$ cat config.mk
export PLATFORM = sky130hd
export DESIGN_NAME = serial_eeprom_slave
export DESIGN_NICKNAME = d
export VERILOG_FILES = /design/src/rtl/serial_eeprom_pkg.sv /design/src/rtl/bus_line_sync.sv /design/src/rtl/write_cycle_timer.sv /design/src/rtl/serial_eeprom_slave.sv
export SDC_FILE = /design/constraint.sdc
export NUM_CORES = 2
export LEC_CHECK = 0
export BUFFER_PORTS_ARGS = -buffer_cell sky130_fd_sc_hd__buf_2
export CAP_MARGIN = 25
export CELL_PAD_IN_SITES_DETAIL_PLACEMENT = 1
export CELL_PAD_IN_SITES_GLOBAL_PLACEMENT = 1
export CORE_ASPECT_RATIO = 0.5
export CORE_MARGIN = 2
export CORE_UTILIZATION = 58
export DETAILED_ROUTE_END_ITERATION = 8
export GPL_TIMING_DRIVEN = 0
export HOLD_SLACK_MARGIN = 0.12
export MAX_ROUTING_LAYER = met4
export PLACE_DENSITY_LB_ADDON = 0.25
export SKIP_LAST_GASP = 1
export SLEW_MARGIN = 25
export SYNTH_ARGS = -nofsm -noshare
export SYNTH_HDL_FRONTEND = slang
export SYNTH_HIERARCHICAL = 1
export SYNTH_SLANG_ARGS = --single-unit
$ cat constraint.sdc
create_clock -name core_clk -period 4.85 [get_ports core_clk]
set_clock_uncertainty 0.1 [all_clocks]
set_input_delay 0.97 -clock core_clk [delete_from_list [all_inputs] [get_ports core_clk]]
set_output_delay 0.97 -clock core_clk [all_outputs]
set_load 0.05 [all_outputs]
$ cat src/rtl/serial_eeprom_pkg.sv
package serial_eeprom_pkg;

   // ===========================================================
   // Timing
   localparam int CORE_CLK_HZ         = 100_000_000;
   localparam int WRITE_CYCLE_TIME_MS = 5;
   localparam int WRITE_CYCLE_CYCLES  =
      WRITE_CYCLE_TIME_MS * (CORE_CLK_HZ / 1000);
   localparam int TIMER_W             = 19;

   // ===========================================================
   // Array geometry
   localparam int ARRAY_DEPTH = 128;
   localparam int ADDR_W      = 7;
   localparam int PAGE_SIZE   = 16;
   localparam int PAGE_W      = 4;

   // ===========================================================
   // Control byte layout
   localparam logic [3:0] DEVICE_CODE = 4'hA;
   localparam int         CODE_LSB    = 4;
   localparam int         CS_LSB      = 1;
   localparam int         DIR_BIT     = 0;

   // ===========================================================
   // Reset values
   localparam logic [7:0] ERASED_BYTE = 8'hFF;
   localparam logic [5:0] SYNC_RESET  = 6'h03;

   // ===========================================================
   // Synchroniser lanes
   localparam int SYNC_W  = 6;
   localparam int SCL_IDX = 0;
   localparam int SDA_IDX = 1;
   localparam int WP_IDX  = 2;
   localparam int CS_IDX  = 3;

   // ===========================================================
   // States
   typedef enum logic [2:0] {
      ST_IDLE,
      ST_RECEIVE,
      ST_ACK,
      ST_SEND,
      ST_MASTER_ACK,
      ST_IGNORE
   } bus_state_t;

   typedef enum logic [1:0] {
      KIND_CTRL,
      KIND_ADDR,
      KIND_DATA
   } byte_kind_t;

endpackage

$ cat src/rtl/bus_line_sync.sv
`timescale 1ns/10ps
module bus_line_sync import serial_eeprom_pkg::*; (
   input  wire logic       core_clk,
   input  wire logic       rst_n,
   input  wire logic       sclPin,
   input  wire logic       sdaPin,
   input  wire logic       wpPin,
   input  wire logic       chipSelectPin0,
   input  wire logic       chipSelectPin1,
   input  wire logic       chipSelectPin2,
   output logic            sclLevel,
   output logic            sdaLevel,
   output logic            wpLevel,
   output logic [2:0]      csLevel,
   output logic            sclRise,
   output logic            sclFall,
   output logic            startSeen,
   output logic            stopSeen
);

   typedef struct packed {
      logic [SYNC_W-1:0] stage1;
      logic [SYNC_W-1:0] stage2;
      logic              sclPrev;
      logic              sdaPrev;
   } sync_state_t;

   sync_state_t st;
   sync_state_t next_st;

   // ===========================================================
   // Two-stage synchroniser and edge history
   always_comb begin
      next_st         = st;
      next_st.stage1  = {chipSelectPin2, chipSelectPin1, chipSelectPin0,
                         wpPin, sdaPin, sclPin};
      next_st.stage2  = st.stage1;
      next_st.sclPrev = st.stage2[SCL_IDX];
      next_st.sdaPrev = st.stage2[SDA_IDX];
   end

   always_ff @(posedge core_clk or negedge rst_n) begin
      if (!rst_n) begin
         st <= {SYNC_RESET, SYNC_RESET, 1'b1, 1'b1};
      end else begin
         st <= next_st;
      end
   end

   assign sclLevel  = st.stage2[SCL_IDX];
   assign sdaLevel  = st.stage2[SDA_IDX];
   assign wpLevel   = st.stage2[WP_IDX];
   assign csLevel   = st.stage2[CS_IDX+2:CS_IDX];
   assign sclRise   = sclLevel & ~st.sclPrev;
   assign sclFall   = ~sclLevel & st.sclPrev;
   // Data edges while the clock stays high
   assign startSeen = sclLevel & st.sclPrev & st.sdaPrev & ~sdaLevel;
   assign stopSeen  = sclLevel & st.sclPrev & ~st.sdaPrev & sdaLevel;

   // ===========================================================
   // Checks
   AST_START_EDGE: assert property (@(posedge core_clk) disable iff (!rst_n)
      startSeen |-> $past(sdaLevel) && !sdaLevel && $past(sclLevel)
                    && sclLevel)
      else $error("start flagged without falling data under high clock");

   AST_STOP_EDGE: assert property (@(posedge core_clk) disable iff (!rst_n)
      stopSeen |-> !$past(sdaLevel) && sdaLevel && $past(sclLevel)
                   && sclLevel)
      else $error("stop flagged without rising data under high clock");

endmodule

$ cat src/rtl/write_cycle_timer.sv
`timescale 1ns/10ps
module write_cycle_timer import serial_eeprom_pkg::*; #(
   parameter int CYCLES = WRITE_CYCLE_CYCLES
) (
   input  wire logic core_clk,
   input  wire logic rst_n,
   input  wire logic launch,
   output logic      busy
);

   typedef struct packed {
      logic               busy;
      logic [TIMER_W-1:0] remain;
   } timer_state_t;

   timer_state_t st;
   timer_state_t next_st;

   // ===========================================================
   // Self-timed write cycle
   always_comb begin
      next_st = st;
      if (launch && !st.busy) begin
         next_st.busy   = 1'b1;
         next_st.remain = TIMER_W'(CYCLES - 1);
      end else if (st.busy) begin
         if (st.remain == '0) begin
            next_st.busy = 1'b0;
         end else begin
            next_st.remain = st.remain - 1'b1;
         end
      end
   end

   always_ff @(posedge core_clk or negedge rst_n) begin
      if (!rst_n) begin
         st <= '0;
      end else begin
         st <= next_st;
      end
   end

   assign busy = st.busy;

   // ===========================================================
   // Checks
   AST_TWC_START: assert property (@(posedge core_clk) disable iff (!rst_n)
      launch && !st.busy |=> st.busy
                             && st.remain == TIMER_W'(CYCLES - 1))
      else $error("write cycle did not start with full count");

   AST_TWC_END: assert property (@(posedge core_clk) disable iff (!rst_n)
      st.busy && st.remain == '0 |=> !st.busy)
      else $error("write cycle overran its count");

endmodule

$ cat src/rtl/serial_eeprom_slave.sv
`timescale 1ns/10ps
// Summary of operation
// - SDA fall with SCL high starts command
// - SDA rise with SCL high stops operation
// - One bit per SCL pulse, sampled high
// - Receiver pulls SDA low on ninth pulse
// - No acknowledge during internal write cycle
// - Unacknowledged read byte: release SDA high
// - Control byte: code, chip selects, direction
// - Acknowledge only code and pin match
// - Direction one reads, zero writes
// - Byte write: control, address, data, stop
// - Stop after data launches timed write
// - Protected write still acknowledged and timed
// - Page buffer committed only after stop
// - Low four pointer bits wrap in page
// - Protect pin high blocks all writes
// - Current read sends byte at pointer
// - Repeated start aborts write, keeps pointer
// - Master acknowledge requests next byte
// - Pointer increments, wraps 07Fh to 000h
// - Write cycle lasts at most 5 ms
module serial_eeprom_slave import serial_eeprom_pkg::*; #(
   parameter int WRITE_CYCLES = WRITE_CYCLE_CYCLES
) (
   input  wire logic core_clk,
   input  wire logic rst_n,
   input  wire logic sclIn,
   input  wire logic sdaIn,
   output logic      sdaOut,
   output logic      sdaOe,
   input  wire logic writeProtectPin,
   input  wire logic chipSelectPin0,
   input  wire logic chipSelectPin1,
   input  wire logic chipSelectPin2,
   output logic      writeBusy
);

   typedef struct packed {
      bus_state_t                           state;
      byte_kind_t                           kind;
      logic [2:0]                           bitCnt;
      logic                                 byteDone;
      logic                                 ackIt;
      logic                                 masterAck;
      logic                                 drive;
      logic [7:0]                           shift;
      logic [ADDR_W-1:0]                    ptr;
      logic                                 wrPending;
      logic [PAGE_SIZE-1:0]                 pageValid;
      logic [PAGE_SIZE-1:0][7:0]            pageBuf;
      logic [ARRAY_DEPTH-1:0][7:0]          mem;
   } core_state_t;

   core_state_t       st;
   core_state_t       next_st;
   logic              sclLevel;
   logic              sdaLevel;
   logic              wpLevel;
   logic [2:0]        csLevel;
   logic              sclRise;
   logic              sclFall;
   logic              startSeen;
   logic              stopSeen;
   logic              launchWrite;
   logic [7:0]        rxByte;
   logic [7:0]        readByte;

   // ===========================================================
   // Pointer step inside the current page
   function automatic logic [ADDR_W-1:0] pageStep(
      input logic [ADDR_W-1:0] ptr
   );
      pageStep = {ptr[ADDR_W-1:PAGE_W], ptr[PAGE_W-1:0] + 4'h1};
   endfunction

   // ===========================================================
   // Pin synchroniser and bus conditions
   bus_line_sync lineSync (
      .core_clk       (core_clk),
      .rst_n          (rst_n),
      .sclPin         (sclIn),
      .sdaPin         (sdaIn),
      .wpPin          (writeProtectPin),
      .chipSelectPin0 (chipSelectPin0),
      .chipSelectPin1 (chipSelectPin1),
      .chipSelectPin2 (chipSelectPin2),
      .sclLevel       (sclLevel),
      .sdaLevel       (sdaLevel),
      .wpLevel        (wpLevel),
      .csLevel        (csLevel),
      .sclRise        (sclRise),
      .sclFall        (sclFall),
      .startSeen      (startSeen),
      .stopSeen       (stopSeen)
   );

   // ===========================================================
   // Write cycle timer
   write_cycle_timer #(
      .CYCLES (WRITE_CYCLES)
   ) cycleTimer (
      .core_clk (core_clk),
      .rst_n    (rst_n),
      .launch   (launchWrite),
      .busy     (writeBusy)
   );

   assign rxByte   = {st.shift[6:0], sdaLevel};
   assign readByte = st.mem[st.ptr];

   // ===========================================================
   // Protocol engine
   always_comb begin
      next_st     = st;
      launchWrite = 1'b0;
      if (startSeen) begin
         // Repeated start drops buffered data, keeps pointer
         next_st.state     = ST_RECEIVE;
         next_st.kind      = KIND_CTRL;
         next_st.bitCnt    = 3'h0;
         next_st.byteDone  = 1'b0;
         next_st.drive     = 1'b0;
         next_st.wrPending = 1'b0;
         next_st.pageValid = '0;
      end else if (stopSeen) begin
         next_st.state    = ST_IDLE;
         next_st.drive    = 1'b0;
         next_st.byteDone = 1'b0;
         if (st.wrPending) begin
            launchWrite       = 1'b1;
            next_st.wrPending = 1'b0;
            next_st.pageValid = '0;
            if (!wpLevel) begin
               for (int i = 0; i < PAGE_SIZE; i++) begin
                  if (st.pageValid[i]) begin
                     next_st.mem[{st.ptr[ADDR_W-1:PAGE_W],
                                  PAGE_W'(i)}] = st.pageBuf[i];
                  end
               end
            end
         end
      end else begin
         unique case (st.state)
            ST_IDLE, ST_IGNORE: begin
               next_st.drive = 1'b0;
            end
            ST_RECEIVE: begin
               if (sclRise) begin
                  next_st.shift  = rxByte;
                  next_st.bitCnt = st.bitCnt + 3'h1;
                  if (st.bitCnt == 3'h7) begin
                     next_st.byteDone = 1'b1;
                     next_st.ackIt    = !writeBusy;
                     unique case (st.kind)
                        KIND_CTRL: begin
                           next_st.ackIt = !writeBusy
                              && rxByte[7:CODE_LSB] == DEVICE_CODE
                              && rxByte[CODE_LSB-1:CS_LSB] == csLevel;
                        end
                        KIND_ADDR: begin
                           next_st.ptr = rxByte[ADDR_W-1:0];
                        end
                        KIND_DATA: begin
                           next_st.pageBuf[st.ptr[PAGE_W-1:0]] = rxByte;
                           next_st.pageValid[st.ptr[PAGE_W-1:0]] = 1'b1;
                           next_st.ptr       = pageStep(st.ptr);
                           next_st.wrPending = 1'b1;
                        end
                        default: begin
                           next_st.ackIt = 1'b0;
                        end
                     endcase
                  end
               end else if (sclFall && st.byteDone) begin
                  next_st.state    = ST_ACK;
                  next_st.drive    = st.ackIt;
                  next_st.byteDone = 1'b0;
               end
            end
            ST_ACK: begin
               if (sclFall) begin
                  next_st.bitCnt = 3'h0;
                  if (!st.ackIt) begin
                     next_st.state = ST_IGNORE;
                     next_st.drive = 1'b0;
                  end else if (st.kind == KIND_CTRL
                               && st.shift[DIR_BIT]) begin
                     next_st.state = ST_SEND;
                     next_st.shift = readByte;
                     next_st.drive = !readByte[7];
                     next_st.ptr   = st.ptr + 7'h01;
                  end else begin
                     next_st.state = ST_RECEIVE;
                     next_st.kind  = (st.kind == KIND_CTRL) ? KIND_ADDR
                                                            : KIND_DATA;
                     next_st.drive = 1'b0;
                  end
               end
            end
            ST_SEND: begin
               if (sclRise) begin
                  next_st.bitCnt = st.bitCnt + 3'h1;
                  if (st.bitCnt == 3'h7) begin
                     next_st.byteDone = 1'b1;
                  end
               end else if (sclFall) begin
                  if (st.byteDone) begin
                     next_st.state    = ST_MASTER_ACK;
                     next_st.drive    = 1'b0;
                     next_st.byteDone = 1'b0;
                  end else begin
                     next_st.shift = {st.shift[6:0], 1'b0};
                     next_st.drive = !st.shift[6];
                  end
               end
            end
            ST_MASTER_ACK: begin
               if (sclRise) begin
                  next_st.masterAck = !sdaLevel;
               end else if (sclFall) begin
                  next_st.bitCnt = 3'h0;
                  if (st.masterAck) begin
                     next_st.state = ST_SEND;
                     next_st.shift = readByte;
                     next_st.drive = !readByte[7];
                     next_st.ptr   = st.ptr + 7'h01;
                  end else begin
                     next_st.state = ST_IGNORE;
                     next_st.drive = 1'b0;
                  end
               end
            end
            default: begin
               next_st.state = ST_IDLE;
               next_st.drive = 1'b0;
            end
         endcase
      end
   end

   always_ff @(posedge core_clk or negedge rst_n) begin
      if (!rst_n) begin
         st     <= '0;
         st.mem <= {ARRAY_DEPTH{ERASED_BYTE}};
      end else begin
         st <= next_st;
      end
   end

   assign sdaOut = 1'b0;
   assign sdaOe  = st.drive;

   // ===========================================================
   // Checks
   AST_START_TO_CTRL: assert property (@(posedge core_clk)
      disable iff (!rst_n)
      startSeen |=> st.state == ST_RECEIVE && st.kind == KIND_CTRL
                    && st.bitCnt == 3'h0 && !sdaOe)
      else $error("start did not open control byte reception");

   AST_STOP_IDLE: assert property (@(posedge core_clk) disable iff (!rst_n)
      stopSeen && !startSeen |=> st.state == ST_IDLE && !sdaOe)
      else $error("stop did not return engine to idle");

   AST_DRIVE_HIGH_STABLE: assert property (@(posedge core_clk)
      disable iff (!rst_n)
      sclLevel && $past(sclLevel) && !$past(startSeen)
      && !$past(stopSeen) |-> $stable(sdaOe))
      else $error("data drive changed while clock high");

   AST_BUSY_NO_ACK: assert property (@(posedge core_clk)
      disable iff (!rst_n)
      writeBusy |-> !sdaOe)
      else $error("line driven during write cycle");

   AST_CTRL_MATCH: assert property (@(posedge core_clk) disable iff (!rst_n)
      st.state == ST_ACK && st.kind == KIND_CTRL && st.drive
      |-> st.shift[7:CODE_LSB] == DEVICE_CODE
          && st.shift[CODE_LSB-1:CS_LSB] == csLevel)
      else $error("control byte acknowledged without match");

   AST_DIRECTION: assert property (@(posedge core_clk) disable iff (!rst_n)
      st.state == ST_ACK && st.kind == KIND_CTRL && st.ackIt && sclFall
      && !startSeen && !stopSeen
      |=> st.state == ($past(st.shift[DIR_BIT]) ? ST_SEND
                                                : ST_RECEIVE))
      else $error("direction bit selected wrong operation");

   AST_READ_LOAD: assert property (@(posedge core_clk) disable iff (!rst_n)
      st.state == ST_ACK && st.kind == KIND_CTRL && st.ackIt && sclFall
      && st.shift[DIR_BIT] && !startSeen && !stopSeen
      |=> st.shift == $past(readByte)
          && st.ptr == $past(st.ptr) + 7'h01)
      else $error("current read loaded wrong byte or pointer");

   AST_PAGE_WRAP: assert property (@(posedge core_clk) disable iff (!rst_n)
      st.state == ST_RECEIVE && st.kind == KIND_DATA && sclRise
      && st.bitCnt == 3'h7 && !startSeen && !stopSeen
      |=> st.ptr[PAGE_W-1:0] == $past(st.ptr[PAGE_W-1:0]) + 4'h1
          && st.ptr[ADDR_W-1:PAGE_W]
             == $past(st.ptr[ADDR_W-1:PAGE_W]))
      else $error("page pointer left its page");

   AST_NO_EARLY_COMMIT: assert property (@(posedge core_clk)
      disable iff (!rst_n)
      !launchWrite |=> st.mem == $past(st.mem))
      else $error("array changed without stop");

   AST_WP_KEEPS_ARRAY: assert property (@(posedge core_clk)
      disable iff (!rst_n)
      launchWrite && wpLevel |=> st.mem == $past(st.mem))
      else $error("protected array was written");

   AST_WP_STILL_TIMED: assert property (@(posedge core_clk)
      disable iff (!rst_n)
      launchWrite && wpLevel && !writeBusy |=> writeBusy)
      else $error("protected write skipped write cycle");

   AST_SEQ_NEXT: assert property (@(posedge core_clk) disable iff (!rst_n)
      st.state == ST_MASTER_ACK && sclFall && st.masterAck
      && !startSeen && !stopSeen
      |=> st.state == ST_SEND
          && st.ptr == $past(st.ptr) + 7'h01)
      else $error("master acknowledge did not advance read");

   AST_START_KEEPS_PTR: assert property (@(posedge core_clk)
      disable iff (!rst_n)
      startSeen |=> st.ptr == $past(st.ptr) && !st.wrPending)
      else $error("repeated start disturbed pointer");

endmodule

==> impl_metrics.py <==
metrics = {
    "global_route": {
        "antenna_found_initial": 21,
        "overflow": 0,
        "grt_pass1_vias": 42700,
        "grt_pass1_wl_um": 342000,
        "grt_max_degree": 140,
        "grt_use_total": 0.516,
    },
    "yosys": {
        "synth_top_cell_by_area": "dfstp_2",
        "synth_flop_cell": "dfstp_2",
        "seq_area_frac_synth": 0.564,
        "synth_edf_count": 0,
        "yosys_register_bits": 1229,
        "syn_area_um2": 56800,
        "syn_nets": 4009,
        "netlist-cell-type-count": 75,
        "yosysTopAreaCellShare": 0.477,
        "postSynthCellCount": 3989,
        "yosys_warnings": 6,
        "synth_top_cells_by_area": "dfstp_2 48%, mux2_2 23%, dfrtp_1 8.8%, mux2i_1 8.4%, a22oi_1 3.0%",
        "synth_area_per_cell_um2": 14.2,
        "ys_async_sr_fraction": 1.00,
    },
    "pwr": {
        "p_leak_nw": 27.2,
        "vdd_drop_max_mv": 0.346,
        "p_per_area_nw_per_um2": 464,
    },
    "route": {
        "via_count": 40600,
        "dr.pass1.iters": 6,
        "drc": 0,
        "drtIter0Drc": 5317,
        "viasPerCell": 7.31,
        "wl_um": 251000,
        "avgRoutedWirePerCell_um": 45.1,
        "final_antenna_net_count": 0,
    },
    "finish": {
        "drive_above_1_share": 0.623,
        "layout_common_cells": "1,154 x mux2_2, 1,030 x dfstp_2, 478 x mux2i_1, 227 x a22oi_1, 199 x dfrtp_1",
        "finalInstanceArea_um2": 62900,
        "fill_cells": 8845,
        "multi_input_area_um2": 23800,
        "nNetsFinal": 4144,
        "area.growth.synth_to_final_pct": 10.7,
        "seqCellArea_um2": 32000,
        "fin_util": 0.646,
        "layout_commonest_cell": "mux2_2",
    },
    "sta": {
        "tns_ns": -0.709,
        "layout_min_cycle_time_ns": 5.09,
        "final_hold_viol_count": 0,
        "worst_pin_slew_ns": 1.31,
        "rsz0062_at_grt": "true",
        "max-slew-margin-rel": 0.125,
        "final_max_slew_viol_count": 0,
        "timing.fmax_mhz": 196,
        "period_share": 1.05,
        "finalSetupViolCount": 5,
        "finalWorstSetupSlack_ns": -0.243,
    },
    "critical_path": {
        "worst-setup-path-type": "flip-flop to flip-flop",
        "reg2reg_to": "rxByte[6]$_DFFE_PN0P_",
        "ff2ff_path_depth": 10,
        "worst_ep_arrival_time_ns": 5.61,
        "r2r_slack_ns": -0.24,
        "critPathLaunchType": "flip-flop",
        "critPathCaptureType": "flip-flop",
        "cp.required_ns": 5.37,
        "crit_path_max_fanout": 10,
        "regToRegStartpoint": "st[1170]$_DFFE_PN0P_",
    },
    "placed_design": {
        "numPortBuffers": 9,
        "gp_congestion": 1.07,
        "dpl.hpwl_um": 175000,
        "place_area_um2": 59000,
    },
    "run_status": {
        "violations": "setup timing",
        "outcome": "finished with violations",
    },
    "clock_network": {
        "cts_tree": "built",
        "clock_tree.root_cell": "clkbuf_16",
        "clock_latency_ns": 0.77,
        "cts_setup_buffers": 0,
        "clkTransAtPathRegs_ns": 0.07,
        "cts_sinks": 1229,
        "max-clock-path-buffers": 3,
        "cts_buffers": 107,
        "htree_num_levels": 3,
    },
    "floorplan": {
        "core_area_um2": 97400,
        "io_pins": 11,
        "dieWidth_um": 446,
        "fp-row-count": 81,
        "die_h_um": 225,
        "start_util": 0.583,
        "dieArea_um2": 101000,
    },
    "hold_path": {
        "hold-path-endpoint": "lineSync/next_st[3]$_DFF_PN1_",
        "whs_path_depth": 1,
        "min-delay-start": "sdaIn",
        "min_path_type": "input port to flip-flop",
    },
    "flow_run": {
        "drv_cap": 0,
    },
}
-- power breakdown --
part	total (mW)	switching [mW]	internal, mW
combinational	9.03	6.91	2.12
sequential	10.4	0.0845	10.4
clock	9.67	4.27	5.40
-- how the worst max path moves through the flow --
stage / end / startpoint / depth (start not counted) / slack [ns]
after CTS: rxByte[6]$_DFFE_PN0P_ / st[1169]$_DFFE_PN0P_ / 10 / 0.08
after floorplan: st[1136]$_DFFE_PN0P_ / lineSync/sclLevel$_DFF_PN1_ / 7 / 2.27
final: rxByte[6]$_DFFE_PN0P_ / st[1170]$_DFFE_PN0P_ / 10 / -0.24
after global routing: rxByte[6]$_DFFE_PN0P_ / st[1170]$_DFFE_PN0P_ / 10 / -0.09
after detailed placement: rxByte[6]$_DFFE_PN0P_ / st[1169]$_DFFE_PN0P_ / 10 / 0.10
after global placement: st[1083]$_DFFE_PN0P_ / rst_n / 1 / -21.94
-- worst max-delay path, cell delays in order, from the launching register on --
cell      delay (ns)
dfrtp_1         0.40
buf_2           0.20
buf_4           0.41
buf_2           0.62
clkbuf_4        0.56
mux2i_1         0.50
a22oi_1         0.18
nand3_1         0.61
nand4_1         0.65
nor3_1          0.54
o221ai_1        0.17
-- final cells by class --
| type | count | area share |
|---|---|---|
| Multi-Input combinational cell | 2556 | 0.379 |
| Timing Repair Buffer | 27 | 0.00760 |
| Clock inverter | 46 | 0.0108 |
| Inverter | 21 | 0.00125 |
| Clock buffer | 157 | 0.0503 |
| Antenna cell | 11 | 0.000438 |
| Tap cell | 1328 | 0.0264 |
| Sequential cell | 1229 | 0.510 |
| Buffer | 182 | 0.0143 |
-- per-stage QoR --
stage	hold slack (ns)	power (mW)	setup slack, ns	std cells
finish	0.213	29.1	-0.243	5557
global route	0.211	29.2	-0.0896	5551
CTS	0.199	28.4	0.0828	5546
detailed placement	0.241	18.9	0.101	5342
global placement	0.233	18.6	-21.94	5326
floorplan	0.231	14.3	2.27	3989
-- cells in the mapped netlist (all sizes together), types with 8 or more instances --
master,number
mux2,1155
dfstp,1030
mux2i,478
a22oi,227
dfrtp,199
nand2,186
buf,121
nand3,115
nor2,70
clkbuf,62
a21oi,43
o21ai,30
nand4,29
nor3,24
and2,22
inv,21
mux4,21
a21o,17
nand2b,15
ha,12
a31oi,9
nor4,9
and3,8
nor2b,8
or3,8
-- timing repair --
| action | in CTS | in global routing |
|---|---|---|
| setup endpoints to repair | 0 | 3 |
| hold buffers | 1 | 0 |
| gates resized for setup | 0 | 12 |
| endpoints found under the hold margin | 19 | 0 |
-- layer usage --
layer  up-vias  part of all wire  global-route usage
met5         -                 0                   -
met4         0             0.070               0.290
met3       957              0.14               0.232
met2      3011              0.41               0.699
met1     21700              0.38               0.639
li1      15000                 -                   -
-- logic make-up (layout without fill, tap and decap cells) --
logic type | Yosys count | in the layout | synth area share
flops | 1229 | 1229 | 0.564
mux | 1654 | 1654 | 0.322
simple gates | 517 | 517 | 0.0479
buf+inv | 204 | 433 | 0.0165
xor+xnor | 10 | 10 | 0.00154
compound gates | 362 | 362 | 0.0453
fa+ha+maj | 12 | 12 | 0.00264
other cells | 1 | 12 | 0.0000660
-- registers in the layout, indices dropped and copies added (netlist names) --
| signal | cells |
|---|---|
| sdaOe | 1 |
| st | 1187 |
| lineSync/sclLevel | 1 |
| lineSync/st | 2 |
| cycleTimer/busy | 1 |
| lineSync/wpLevel | 1 |
| lineSync/csLevel | 3 |
| lineSync/next_st | 6 |
| lineSync/sdaLevel | 1 |
| cycleTimer/st | 19 |
| rxByte | 7 |
Note: power is estimated with default switching activity, not from simulation.
